**config.mk**
```make
export PLATFORM = sky130hd
export DESIGN_NAME = cdio_port
export DESIGN_NICKNAME = d
export VERILOG_FILES = /design/src/cdio_pkg.sv /design/src/cdio_port.sv
export SDC_FILE = /design/constraint.sdc
export NUM_CORES = 1
export LEC_CHECK = 0
export ABC_AREA = 1
export BUFFER_PORTS_ARGS = -buffer_cell sky130_fd_sc_hd__buf_2
export CORE_UTILIZATION = 45
export DETAILED_ROUTE_END_ITERATION = 16
export MAX_ROUTING_LAYER = met4
export PLACE_DENSITY_LB_ADDON = 0.08
export SYNTH_ARGS = -nofsm -noshare
export SYNTH_HDL_FRONTEND = slang
export SYNTH_SLANG_ARGS = --single-unit
```
**constraint.sdc**
```tcl
create_clock -name pclk -period 1.63 [get_ports pclk]
set_input_delay 0.326 -clock pclk [delete_from_list [all_inputs] [get_ports pclk]]
set_output_delay 0.326 -clock pclk [all_outputs]
set_load 0.01 [all_outputs]
```
**src/cdio_pkg.sv**
```systemverilog
// package for the configurable digital i/o port
package cdio_pkg;
   localparam int NUM_LINES = 16;
   // register byte offsets
   localparam logic [11:0] OFF_DIR = 12'h000;
   localparam logic [11:0] OFF_POL = 12'h004;
   localparam logic [11:0] OFF_ISO = 12'h008;
   localparam logic [11:0] OFF_OUT = 12'h00C;
   localparam logic [11:0] OFF_IN = 12'h010;
   localparam logic [11:0] OFF_SFSEL = 12'h014;
   localparam logic [11:0] OFF_CTRL = 12'h018;
   localparam logic [11:0] OFF_STAT = 12'h01C;
   localparam logic [11:0] OFF_IRQ_ST = 12'h020;
   localparam logic [11:0] OFF_IRQ_MSK = 12'h024;
   localparam logic [11:0] OFF_PDIR = 12'h028;
   // line modes, two bits per line in the direction register
   localparam logic [1:0] MODE_IN = 2'h0;
   localparam logic [1:0] MODE_OUT = 2'h1;
   localparam logic [1:0] MODE_BIDIR = 2'h2;
   // special function select: 4 bits line index + enable per function
   localparam int SF_EFI = 0;
   localparam int SF_EFO = 1;
   localparam int SF_STOP = 2;
   localparam int SF_TRIG = 3;
   localparam int SF_PFI = 4;
   localparam int SF_PFO = 5;
   localparam int SF_NUM = 6;
   // ctrl bits
   localparam int CTRL_FAULT_CLR = 0;
   localparam int CTRL_PF_EN = 1;
   localparam int CTRL_SAVE_DONE = 2;
   // status / irq bits
   localparam int ST_FAULT = 0;
   localparam int ST_STOP = 1;
   localparam int ST_TRIG = 2;
   localparam int ST_PF = 3;
   localparam int IRQ_BITS = 4;
   // reset values
   localparam logic [31:0] RST_ZERO = 32'h0000_0000;
   localparam logic [15:0] RST_OUT = 16'hFFFF;
   // sequencer states
   typedef enum logic [4:0] {
      SEQ_IDLE = 5'b00001,
      SEQ_RUN = 5'b00010,
      SEQ_HALT = 5'b00100,
      SEQ_FAULT = 5'b01000,
      SEQ_SAVE = 5'b10000
   } cdio_seq_t;
endpackage

```
**src/cdio_port.sv**
```systemverilog
// configurable 16-line digital i/o port with special functions, apb registers
`timescale 1ns/100ps
module cdio_port #(
   parameter int NL = cdio_pkg::NUM_LINES
) (
   // apb
   input wire logic pclk,
   input wire logic presetn,
   input wire logic psel,
   input wire logic penable,
   input wire logic pwrite,
   input wire logic [11:0] paddr,
   input wire logic [31:0] pwdata,
   output logic [31:0] prdata,
   output logic pready,
   output logic pslverr,
   // pins, open collector: oe low means the line is pulled low
   input wire logic [NL-1:0] dio_in,
   output logic [NL-1:0] dio_out,
   output logic [NL-1:0] dio_oe_n,
   // sequencer handshake with the forming engine
   output logic seq_running,
   output logic save_req,
   input wire logic save_done,
   // interrupt
   output logic irq
);
   import cdio_pkg::*;

   logic [2*NL-1:0] dir_r;
   logic [NL-1:0] pol_r;
   logic [NL/2-1:0] iso_r;
   logic [NL-1:0] out_r;
   logic [5*SF_NUM-1:0] sfsel_r;
   logic pf_en_r;
   logic [NL-1:0] sync1_r, sync2_r;
   logic [IRQ_BITS-1:0] irq_st_r, irq_msk_r;
   logic fault_out_r, pf_out_r;
   logic trig_d_r, pfi_d_r;
   cdio_seq_t seq_r;
   cdio_seq_t seq_nxt;
   logic [NL-1:0] log_in;
   logic efi, stop_in, trig_in, pfi;
   logic wr_en, addr_ok, fault_clr;
   logic [IRQ_BITS-1:0] ev;

   // effective polarity: odd line of an isolated pair uses the even bit
   function automatic logic eff_pol(input logic [NL-1:0] p, input logic [NL/2-1:0] iso, input int i);
      eff_pol = (iso[i/2]) ? p[i & ~1] : p[i];
   endfunction

   // pick a synchronised logical input for a special function
   function automatic logic sf_pick(input logic [5*SF_NUM-1:0] sel, input logic [NL-1:0] v, input int f);
      logic [3:0] idx;
      idx = sel[5*f +: 4];
      sf_pick = sel[5*f+4] & v[idx];
   endfunction

   // level a line shows before polarity; a special output overrides general purpose
   function automatic logic line_lvl(input int i);
      line_lvl = out_r[i];
      if (sfsel_r[5*SF_EFO+4] && sfsel_r[5*SF_EFO +: 4] == 4'(i)) line_lvl = fault_out_r;
      if (sfsel_r[5*SF_PFO+4] && sfsel_r[5*SF_PFO +: 4] == 4'(i)) line_lvl = pf_out_r;
   endfunction

   // two stage synchroniser, stage one read only by stage two
   always_ff @(posedge pclk or negedge presetn) begin
      if (!presetn) begin
         sync1_r <= '0;
         sync2_r <= '0;
      end else begin
         sync1_r <= dio_in;
         sync2_r <= sync1_r;
      end
   end

   // logical input level after polarity
   always_comb begin
      for (int i = 0; i < NL; i++) begin
         log_in[i] = sync2_r[i] ^ pol_r[i];
      end
   end

   assign efi = sf_pick(sfsel_r, log_in, SF_EFI);
   assign stop_in = sf_pick(sfsel_r, log_in, SF_STOP);
   assign trig_in = sf_pick(sfsel_r, log_in, SF_TRIG);
   assign pfi = sf_pick(sfsel_r, log_in, SF_PFI) & pf_en_r;

   // apb decode, zero wait states
   assign pready = 1'b1;
   assign wr_en = psel & penable & pwrite;
   assign addr_ok = (paddr <= OFF_PDIR) && (paddr[1:0] == 2'b00);
   assign pslverr = psel & penable & ~addr_ok;
   assign fault_clr = wr_en && paddr == OFF_CTRL && pwdata[CTRL_FAULT_CLR];

   // configuration registers
   always_ff @(posedge pclk or negedge presetn) begin
      if (!presetn) begin
         dir_r <= '0;
         pol_r <= '0;
         iso_r <= '0;
         out_r <= RST_OUT;
         sfsel_r <= '0;
         pf_en_r <= 1'b0;
         irq_msk_r <= '0;
      end else if (wr_en) begin
         unique case (paddr)
            OFF_DIR: dir_r <= pwdata[2*NL-1:0];
            OFF_POL: pol_r <= pwdata[NL-1:0];
            OFF_ISO: iso_r <= pwdata[NL/2-1:0];
            OFF_OUT: out_r <= pwdata[NL-1:0];
            OFF_SFSEL: sfsel_r <= pwdata[5*SF_NUM-1:0];
            OFF_CTRL: pf_en_r <= pwdata[CTRL_PF_EN];
            OFF_IRQ_MSK: irq_msk_r <= pwdata[IRQ_BITS-1:0];
            default: ;
         endcase
      end
   end

   // pin drive: a special output function overrides the general purpose level
   always_comb begin
      for (int i = 0; i < NL; i++) begin
         logic lvl;
         logic [1:0] md;
         lvl = line_lvl(i);
         md = dir_r[2*i +: 2];
         if (iso_r[i/2]) begin
            // one isolator per pair: both pins follow the even line's level and polarity
            dio_out[i] = 1'b0;
            dio_oe_n[i] = line_lvl(i & ~1) ^ eff_pol(pol_r, iso_r, i);
         end else begin
            dio_out[i] = 1'b0;
            // input mode never pulls; output and bidir pull low when level xor polarity is low
            dio_oe_n[i] = (md == MODE_IN) ? 1'b1 : (lvl ^ pol_r[i]);
         end
      end
   end

   // sequencer
   always_comb begin
      seq_nxt = seq_r;
      unique case (seq_r)
         SEQ_IDLE: if (pfi) seq_nxt = SEQ_SAVE; else if (efi) seq_nxt = SEQ_FAULT;
            else if (trig_in & ~trig_d_r) seq_nxt = SEQ_RUN;
         SEQ_RUN: if (pfi) seq_nxt = SEQ_SAVE; else if (efi) seq_nxt = SEQ_FAULT;
            else if (stop_in) seq_nxt = SEQ_HALT;
         SEQ_HALT: if (pfi) seq_nxt = SEQ_SAVE; else if (efi) seq_nxt = SEQ_FAULT;
            else if (!stop_in) seq_nxt = SEQ_RUN;
         SEQ_FAULT: if (pfi) seq_nxt = SEQ_SAVE; else if (fault_clr && !efi) seq_nxt = SEQ_IDLE;
         SEQ_SAVE: if (!pfi && pf_out_r) seq_nxt = SEQ_IDLE;
         default: seq_nxt = SEQ_IDLE;
      endcase
   end

   always_ff @(posedge pclk or negedge presetn) begin
      if (!presetn) begin
         seq_r <= SEQ_IDLE;
         trig_d_r <= 1'b0;
         pfi_d_r <= 1'b0;
      end else begin
         seq_r <= seq_nxt;
         trig_d_r <= trig_in;
         pfi_d_r <= pfi;
      end
   end

   assign seq_running = (seq_r == SEQ_RUN);
   assign save_req = (seq_r == SEQ_SAVE) & ~pf_out_r;

   // fault output: set wins over clear
   always_ff @(posedge pclk or negedge presetn) begin
      if (!presetn) fault_out_r <= 1'b0;
      else if (efi) fault_out_r <= 1'b1;
      else if (fault_clr) fault_out_r <= 1'b0;
   end

   // power fail output once the engine reports the state saved
   always_ff @(posedge pclk or negedge presetn) begin
      if (!presetn) pf_out_r <= 1'b0;
      else if (seq_r == SEQ_SAVE && save_done) pf_out_r <= 1'b1;
      else if (seq_r != SEQ_SAVE) pf_out_r <= 1'b0;
   end

   // interrupt status, write one to clear, new event wins
   assign ev[ST_FAULT] = efi & ~fault_out_r;
   assign ev[ST_STOP] = (seq_r == SEQ_RUN) & stop_in;
   assign ev[ST_TRIG] = trig_in & ~trig_d_r;
   assign ev[ST_PF] = pfi & ~pfi_d_r;

   always_ff @(posedge pclk or negedge presetn) begin
      if (!presetn) irq_st_r <= '0;
      else if (wr_en && paddr == OFF_IRQ_ST) irq_st_r <= (irq_st_r & ~pwdata[IRQ_BITS-1:0]) | ev;
      else irq_st_r <= irq_st_r | ev;
   end

   assign irq = |(irq_st_r & irq_msk_r);

   // read data from flops
   always_ff @(posedge pclk or negedge presetn) begin
      if (!presetn) prdata <= RST_ZERO;
      else if (psel & ~penable & ~pwrite) begin
         unique case (paddr)
            OFF_DIR: prdata <= dir_r;
            OFF_POL: prdata <= {16'h0000, pol_r};
            OFF_ISO: prdata <= {24'h00_0000, iso_r};
            OFF_OUT: prdata <= {16'h0000, out_r};
            OFF_IN: prdata <= {16'h0000, log_in};
            OFF_SFSEL: prdata <= {2'b00, sfsel_r};
            OFF_CTRL: prdata <= {30'h0000_0000, pf_en_r, 1'b0};
            OFF_STAT: prdata <= {23'h00_0000, seq_r, save_req, pf_out_r, fault_out_r, seq_running};
            OFF_IRQ_ST: prdata <= {28'h000_0000, irq_st_r};
            OFF_IRQ_MSK: prdata <= {28'h000_0000, irq_msk_r};
            OFF_PDIR: prdata <= {16'h0000, sync2_r};
            default: prdata <= RST_ZERO;
         endcase
      end
   end

   // checks: fault path
   a_fault_sets: assert property (@(posedge pclk) disable iff (!presetn)
      efi |=> fault_out_r)
      else $error("fault output not raised");

   a_fault_state: assert property (@(posedge pclk) disable iff (!presetn)
      efi && !pfi && seq_r != SEQ_SAVE |=> seq_r == SEQ_FAULT)
      else $error("fault input did not stop the sequence");

   a_fault_holds: assert property (@(posedge pclk) disable iff (!presetn)
      fault_out_r && !fault_clr |=> fault_out_r)
      else $error("fault output dropped without clear");

   a_fault_clear: assert property (@(posedge pclk) disable iff (!presetn)
      fault_clr && !efi |=> !fault_out_r)
      else $error("fault clear ignored");

   a_fault_stays: assert property (@(posedge pclk) disable iff (!presetn)
      seq_r == SEQ_FAULT && !fault_clr && !pfi |=> seq_r == SEQ_FAULT)
      else $error("fault state left without clear");

   // checks: stop and trigger
   a_stop_nofault: assert property (@(posedge pclk) disable iff (!presetn)
      seq_r == SEQ_RUN && stop_in && !efi && !pfi && !fault_out_r |=> seq_r == SEQ_HALT && !fault_out_r)
      else $error("stop misbehaved");

   a_halt_hold: assert property (@(posedge pclk) disable iff (!presetn)
      seq_r == SEQ_HALT && stop_in && !efi && !pfi |=> seq_r == SEQ_HALT)
      else $error("halt left while stop held");

   a_stop_resume: assert property (@(posedge pclk) disable iff (!presetn)
      seq_r == SEQ_HALT && !stop_in && !efi && !pfi |=> seq_running)
      else $error("no resume");

   a_trig_start: assert property (@(posedge pclk) disable iff (!presetn)
      seq_r == SEQ_IDLE && trig_in && !trig_d_r && !efi && !pfi |=> seq_running)
      else $error("no start");

   a_idle_waits: assert property (@(posedge pclk) disable iff (!presetn)
      seq_r == SEQ_IDLE && !(trig_in && !trig_d_r) && !efi && !pfi |=> seq_r == SEQ_IDLE)
      else $error("sequence left idle without trigger");

   // checks: power fail
   a_pf_gate: assert property (@(posedge pclk) disable iff (!presetn)
      !pf_en_r |-> !pfi)
      else $error("power fail input acted while disabled");

   a_pf_save: assert property (@(posedge pclk) disable iff (!presetn)
      pfi |=> seq_r == SEQ_SAVE)
      else $error("power fail not saving");

   a_save_req: assert property (@(posedge pclk) disable iff (!presetn)
      save_req |-> seq_r == SEQ_SAVE && !pf_out_r)
      else $error("save request outside saving");

   a_save_leave: assert property (@(posedge pclk) disable iff (!presetn)
      seq_r == SEQ_SAVE && !pfi && pf_out_r |=> seq_r == SEQ_IDLE)
      else $error("saving not left after power returned");

   a_pf_out: assert property (@(posedge pclk) disable iff (!presetn)
      save_req && save_done |=> pf_out_r)
      else $error("power fail output late");

   a_pf_out_hold: assert property (@(posedge pclk) disable iff (!presetn)
      pf_out_r && seq_r == SEQ_SAVE |=> pf_out_r)
      else $error("power fail output dropped while saving");

   // checks: inputs, registers and interrupts
   a_sync_two: assert property (@(posedge pclk) disable iff (!presetn)
      sync2_r == $past(dio_in, 2) || !$past(presetn, 1) || !$past(presetn, 2))
      else $error("sync depth wrong");

   a_in_read: assert property (@(posedge pclk) disable iff (!presetn)
      psel && !penable && !pwrite && paddr == OFF_IN |=> prdata == {16'h0000, $past(log_in)})
      else $error("input read not the line level");

   a_pol_write: assert property (@(posedge pclk) disable iff (!presetn)
      wr_en && paddr == OFF_POL |=> pol_r == NL'($past(pwdata)))
      else $error("polarity write lost");

   a_out_write: assert property (@(posedge pclk) disable iff (!presetn)
      wr_en && paddr == OFF_OUT |=> out_r == NL'($past(pwdata)))
      else $error("output write lost");

   a_bad_addr: assert property (@(posedge pclk) disable iff (!presetn)
      psel && penable && paddr > OFF_PDIR |-> pslverr)
      else $error("unmapped address not refused");

   a_irq_sets: assert property (@(posedge pclk) disable iff (!presetn)
      ev != '0 |=> (irq_st_r & $past(ev)) == $past(ev))
      else $error("event lost in status");

   a_irq_sticky: assert property (@(posedge pclk) disable iff (!presetn)
      !(wr_en && paddr == OFF_IRQ_ST) |=> ($past(irq_st_r) & ~irq_st_r) == '0)
      else $error("status bit dropped without clear");

   a_trig_event: assert property (@(posedge pclk) disable iff (!presetn)
      trig_in && !trig_d_r |=> irq_st_r[ST_TRIG])
      else $error("trigger edge not flagged");

   // per-line pin checks
   for (genvar g = 0; g < NL; g++) begin : g_line_chk
      a_in_release: assert property (@(posedge pclk) disable iff (!presetn)
         !iso_r[g/2] && dir_r[2*g +: 2] == MODE_IN |-> dio_oe_n[g])
         else $error("input line pulled low");

      a_pair_equal: assert property (@(posedge pclk) disable iff (!presetn)
         iso_r[g/2] |-> dio_oe_n[g] == dio_oe_n[g ^ 1])
         else $error("isolated pair pins differ");
   end
   c_fault: cover property (@(posedge pclk) disable iff (!presetn) seq_r == SEQ_FAULT ##[1:20] seq_r == SEQ_IDLE);
   c_halt: cover property (@(posedge pclk) disable iff (!presetn) seq_r == SEQ_HALT ##1 seq_running);
   c_pf: cover property (@(posedge pclk) disable iff (!presetn) save_req ##1 pf_out_r);
endmodule // cdio_port

```
Word-level counts from Yosys, hierarchy flattened:

Cells that the tools add are included.

* register bits after elaboration: 184
* latch bits: 0
* memory bits (writable): 0
* ROM bits: 0
* bits of input ports: 66
* output and inout port bits: 69
* logic and storage cells: 326
* memories: 0

* $add $sub $neg: 0
* $mul: 0
* divide/modulo/power cells: 0
* $lt $le $gt $ge: 5
* equality and inequality tests: 51
* shifts and indexed selects: 0
* muxes and demuxes: 107
* bitwise gates (word level): 75
* reductions and logical operators: 72

Operators by type and width (number)
* $pmux 32 s11: 1
* $mux 1: 88
* $eq 4x4->1 const B: 16
* $mux 5: 12
* $eq 12x5->1 const B: 4
* $xor 1x1->1: 48
* $logic_and 1x1->1: 39
* $eq 12x6->1 const B: 3
* $logic_not 2->1: 17
* $eq 4x3->1 const B: 8
* $pmux 5 s5: 1
* $eq 12x4->1 const B: 2
* $lt 4x5->1 const B: 4
* $bmux 1 s4: 4
* $eq 4x2->1 const B: 4
* $and 1x1->1: 15
* $reduce_and 2->1: 7
* $eq 12x3->1 const B: 1
* $le 12x6->1 const B: 1
* $logic_not 12->1: 1
* $and 4x4->4: 2
* $eq 4x1->1 const B: 2
* $logic_not 4->1: 2
* $ne 4x4->1 const B: 2
* 17 further kinds: 26

Logic depth before layout (Yosys ltp):

* word-level depth: 9
* depth in mapped cells: 14
* gate-level depth less buffers: 14

Least setup slack after synthesis:

No wires, ideal clock.

* path type: register -> output
* start: register sfsel_r[5]
* end: output port dio_oe_n[8]
* arrival: 1482 ps
* required time: 1304 ps
* setup slack: -178 ps
* cell stages (with the launch flop): 9
* path buffers: 0
* cell sequence: dfrtp_1 -> nor2_1 -> inv_1 -> nor2_1 -> nand2_1 -> o211ai_1 -> o21ai_0 -> xor2_1 -> a31o_2

* cells in the longest elaborated chain, start to end: 7
* elaborated cells on any way between the ends: 9
* those cells by class: eq/ne (1); mux (5); bitwise (2); reduce/logical (1)

Ends and longest elaborated chain
* from (decl): RTL line cdio_port.sv:34 `logic [5*SF_NUM-1:0] sfsel_r;`
* from (signal assigned): RTL line cdio_port.sv:112 `OFF_SFSEL: sfsel_r <= pwdata[5*SF_NUM-1:0];`
* $eq 4x4->1 (*): RTL line cdio_port.sv:62 `if (sfsel_r[5*SF_EFO+4] && sfsel_r[5*SF_EFO +: 4] == 4'(i)) line_lvl = fault_out_r;`
* $logic_and 1x1->1 (*): RTL line cdio_port.sv:62
* $mux 1 (*): RTL line cdio_port.sv:62
* $mux 1 (*): RTL line cdio_port.sv:63 `if (sfsel_r[5*SF_PFO+4] && sfsel_r[5*SF_PFO +: 4] == 4'(i)) line_lvl = pf_out_r;`
* $xor 1x1->1 / $mux 1 (equally long branches): RTL line cdio_port.sv:134, cdio_port.sv:127
* $mux 1 / $xor 1x1->1 (equally long branches): RTL line cdio_port.sv:134, cdio_port.sv:130
* $mux 1 (*): RTL line cdio_port.sv:127 `if (iso_r[i/2]) begin`
* to (decl): RTL line cdio_port.sv:20 `output logic [NL-1:0] dio_oe_n,`

Every way passes the cells marked *; elsewhere a longest branch is shown, timed or not. The select of a mux whose other input is x is not followed.

Worst setup path in the final report:

* start: register sfsel_r[6]
* end: output port dio_oe_n[7]

* cells in the longest elaborated chain, start to end: 7
* elaborated cells on any way between the ends: 13
* those cells by class: eq/ne (2); mux (7); bitwise (2); reduce/logical (2)

Ends and longest elaborated chain (RTL line)
* $eq 4x3->1: cdio_port.sv:62
* $logic_and 1x1->1: cdio_port.sv:62
* $mux 1: cdio_port.sv:62
* $mux 1: cdio_port.sv:63
* $xor 1x1->1 / $mux 1 (equally long branches): cdio_port.sv:134, cdio_port.sv:127
* $mux 1 / $xor 1x1->1 (equally long branches): cdio_port.sv:134, cdio_port.sv:130
* $mux 1 (*): cdio_port.sv:127

Marks and branches as above.

==> reports/metrics.cfg <==
[floorplan]
io_pins = 135
fp-row-count = 53
fp.dieW_um = 150
initial_utilization_pct = 46.3
die_h_um = 150
core_region_area_um2 = 21200
dieArea_um2 = 22400

[worst_setup_path]
worst-endpoint-arrival_ps = 2230
cp-start-kind = register
end_kind = output port
crit_required_ps = 1300
cp_max_fo = 7
crit_type = register to output port

[sta]
setup_viol_count_final = 29
setup_ws_ps = -928
finalCriticalPeriod_ps = 2560
fmax_mhz = 391
rsz0062_at_grt = yes
hold_slack_ps = 136
finalHoldViolCount = 0
slew_viol_final = 0
period_share_pct = 157
skew_ps = 16.4
tns_ps = -16250

[power_and_ir_drop]
ir_drop_uv = 577
power_mw = 10.4
powerDensity_nw_per_um2 = 720
p_leak_nw = 6.94

[global_routing]
grt_max_degree = 40
grtUsageMet3_pct = 8.45
grt_use_met2_pct = 56.3
use_met1_pct = 50.1
busiest_layer = met2
grt_pass1_vias = 10200
grt_pass1_wl_um = 59900
grt_use_total_pct = 37.9
grt_antenna_before_repair = 1
grt-ovfl-total = 0

[cts]
cts_buffers = 17
cts.sinks = 184
root_buffer = clkbuf_16
clkTransAtPathRegs_ps = 80
clk_latency_ps = 450
clk_path_buf_depth = 2
tritoncts = yes
htree_levels = 4

[detailed_routing]
routed_wl_um = 40300
drc_errors = 0
vias = 10600
drtIter0Drc = 918
route.antenna.remaining_nets = 0
drt_pass1_iterations = 6
viasPerCell = 5.49
wire_per_inst_um = 20.9

[place]
port_buffers = 117
hpwl_um = 30100
place_area_um2 = 12500
gp_congestion = 1.05
place_inst = 1834

[synthesis]
post-synth-top-area-cell = dfrtp_1
synth_cell_type_count = 52
ys_top_cells_by_area = dfrtp_1 43%, nand2_1 12%, o21ai_0 7.4%, nand3_1 6.2%, inv_1 6.1%
ys_ff_latch = 184
avgSynthCellArea_um2 = 7.88
synthesis.area_um2 = 9830
yosysSeqAreaShare_pct = 47.1
syn-instance-count = 1247
ys_warn_count = 0
yosysTopAreaCellShare_pct = 42.5

[final_layout]
syn_to_final_growth_pct = 47.2
stdcell_area_um2 = 14500
seq_area_um2 = 4630
fillers = 1826
instances_no_fill = 1925
final_common_cell = nand2_1
layout-drive-gt1-share_pct = 39.6
final_cell_mix = 267 x nand2_1, 234 x buf_4, 161 x dfrtp_1, 137 x inv_1, 125 x o21ai_0
multiInputGateArea_um2 = 5020
fin_nets = 1702

[job]
drv_cap = 0

[run_status]
failed_checks = negative setup slack
status = complete, but fails checks

[hold_path]
hp-class = input port to register

[metrics by stage]
stage	util (%)	setup slack (ps)
detailed placement	59.1	-563
CTS	65.3	-934
global placement	59.1	-604
floorplan	-	-137
finish	68.2	-928
global route	68.2	-1040
[worst paths after layout]
| check | start | end | slack (ps) | cells after the start |
|---|---|---|---|---|
| max reg2reg | sync2_r[3] | seq_r[2] | -330 | 14 |
| max | sfsel_r[6] | dio_oe_n[7] | -930 | 12 |
| max in group asynchronous | presetn | out_r[12] | 660 | 3 |
| min in group asynchronous | presetn | sync2_r[3] | 390 | 2 |
| min reg2reg | sync1_r[11] | sync2_r[11] | 350 | 0 |
| min | pwdata[27] | sfsel_r[27] | 140 | 3 |
[area by class of cell]
cell class / instances / share of cell area (%)
multi-input combinational: 844 / 34.7
antenna: 1 / 0.0173
tap: 275 / 2.38
inverter: 180 / 4.87
clock buffer: 19 / 3.06
timing repair buffer: 409 / 22.0
clock inverter: 13 / 0.891
sequential: 184 / 32.0
[power breakdown]
group | internal, mW | switching, mW
Sequential | 4.65 | 0.0472
Combinational | 0.695 | 0.837
Clock | 2.08 | 2.10
[flip-flops by register name, indices dropped and copies added, names as in the netlist, 8 cells and up]
| register | cells |
|---|---|
| sync2_r | 16 |
| iso_r | 8 |
| out_r | 16 |
| sync1_r | 16 |
| prdata | 32 |
| sfsel_r | 30 |
| pol_r | 16 |
| dir_r | 32 |
[critical path: stages, from the launching register on]
cell,delay [ps]
dfrtp_1,380
inv_2,90
buf_12,130
nor3_4,150
buf_6,160
a21oi_1,70
a31oi_1,180
nand2_1,110
o21ai_2,90
nor2_1,70
o21ai_2,160
inv_1,50
buf_2,140
[cell families (layout without fill, tap and decap cells)]
| group | Yosys count | count (layout) | share of synthesized area (%) |
|---|---|---|---|
| buf+inv | 234 | 621 | 10.0 |
| simple gates | 526 | 526 | 24.6 |
| mux | 2 | 2 | 0.216 |
| other cells | 2 | 18 | 0.0764 |
| xor+xnor | 11 | 11 | 1.06 |
| compound gates | 288 | 288 | 17.0 |
| flops | 184 | 184 | 47.1 |
[Yosys cell counts (all sizes together)]
cell type and n:
a311oi 1, o21bai 2, dfrtp 167, mux2 1
nand3b 1, nor2 36, a31oi 4, a31o 5
or2 1, o21ai 175, inv 178, o2111ai 2
o41ai 1, xor2 11, buf 32, o211ai 11
o2bb2ai 2, a221oi 7, clkinv 2, a21oi 20
nand4 4, conb 2, nand3 131, a32o 1
nor3 23, o22ai 40, a22o 12, o21a 1
mux2i 1, and3 1, clkbuf 22, and2 8
nand2 314, nor4 7, dfstp 17, o31ai 4
[metal layers]
layer	part of all wire [%]	vias up
met1	43	5086
met3	7.9	96
met2	46	481
met4	3.6	0
met5	0	-
li1	-	4896
[what timing repair did]
action,in CTS,in global routing
hold buffers,17,0
setup endpoints to repair,36,70
hold endpoints to repair,42,0
buffers inserted,26,22
pin swaps,40,56
resized for setup,108,125
Power figures use the tool's default switching activity.
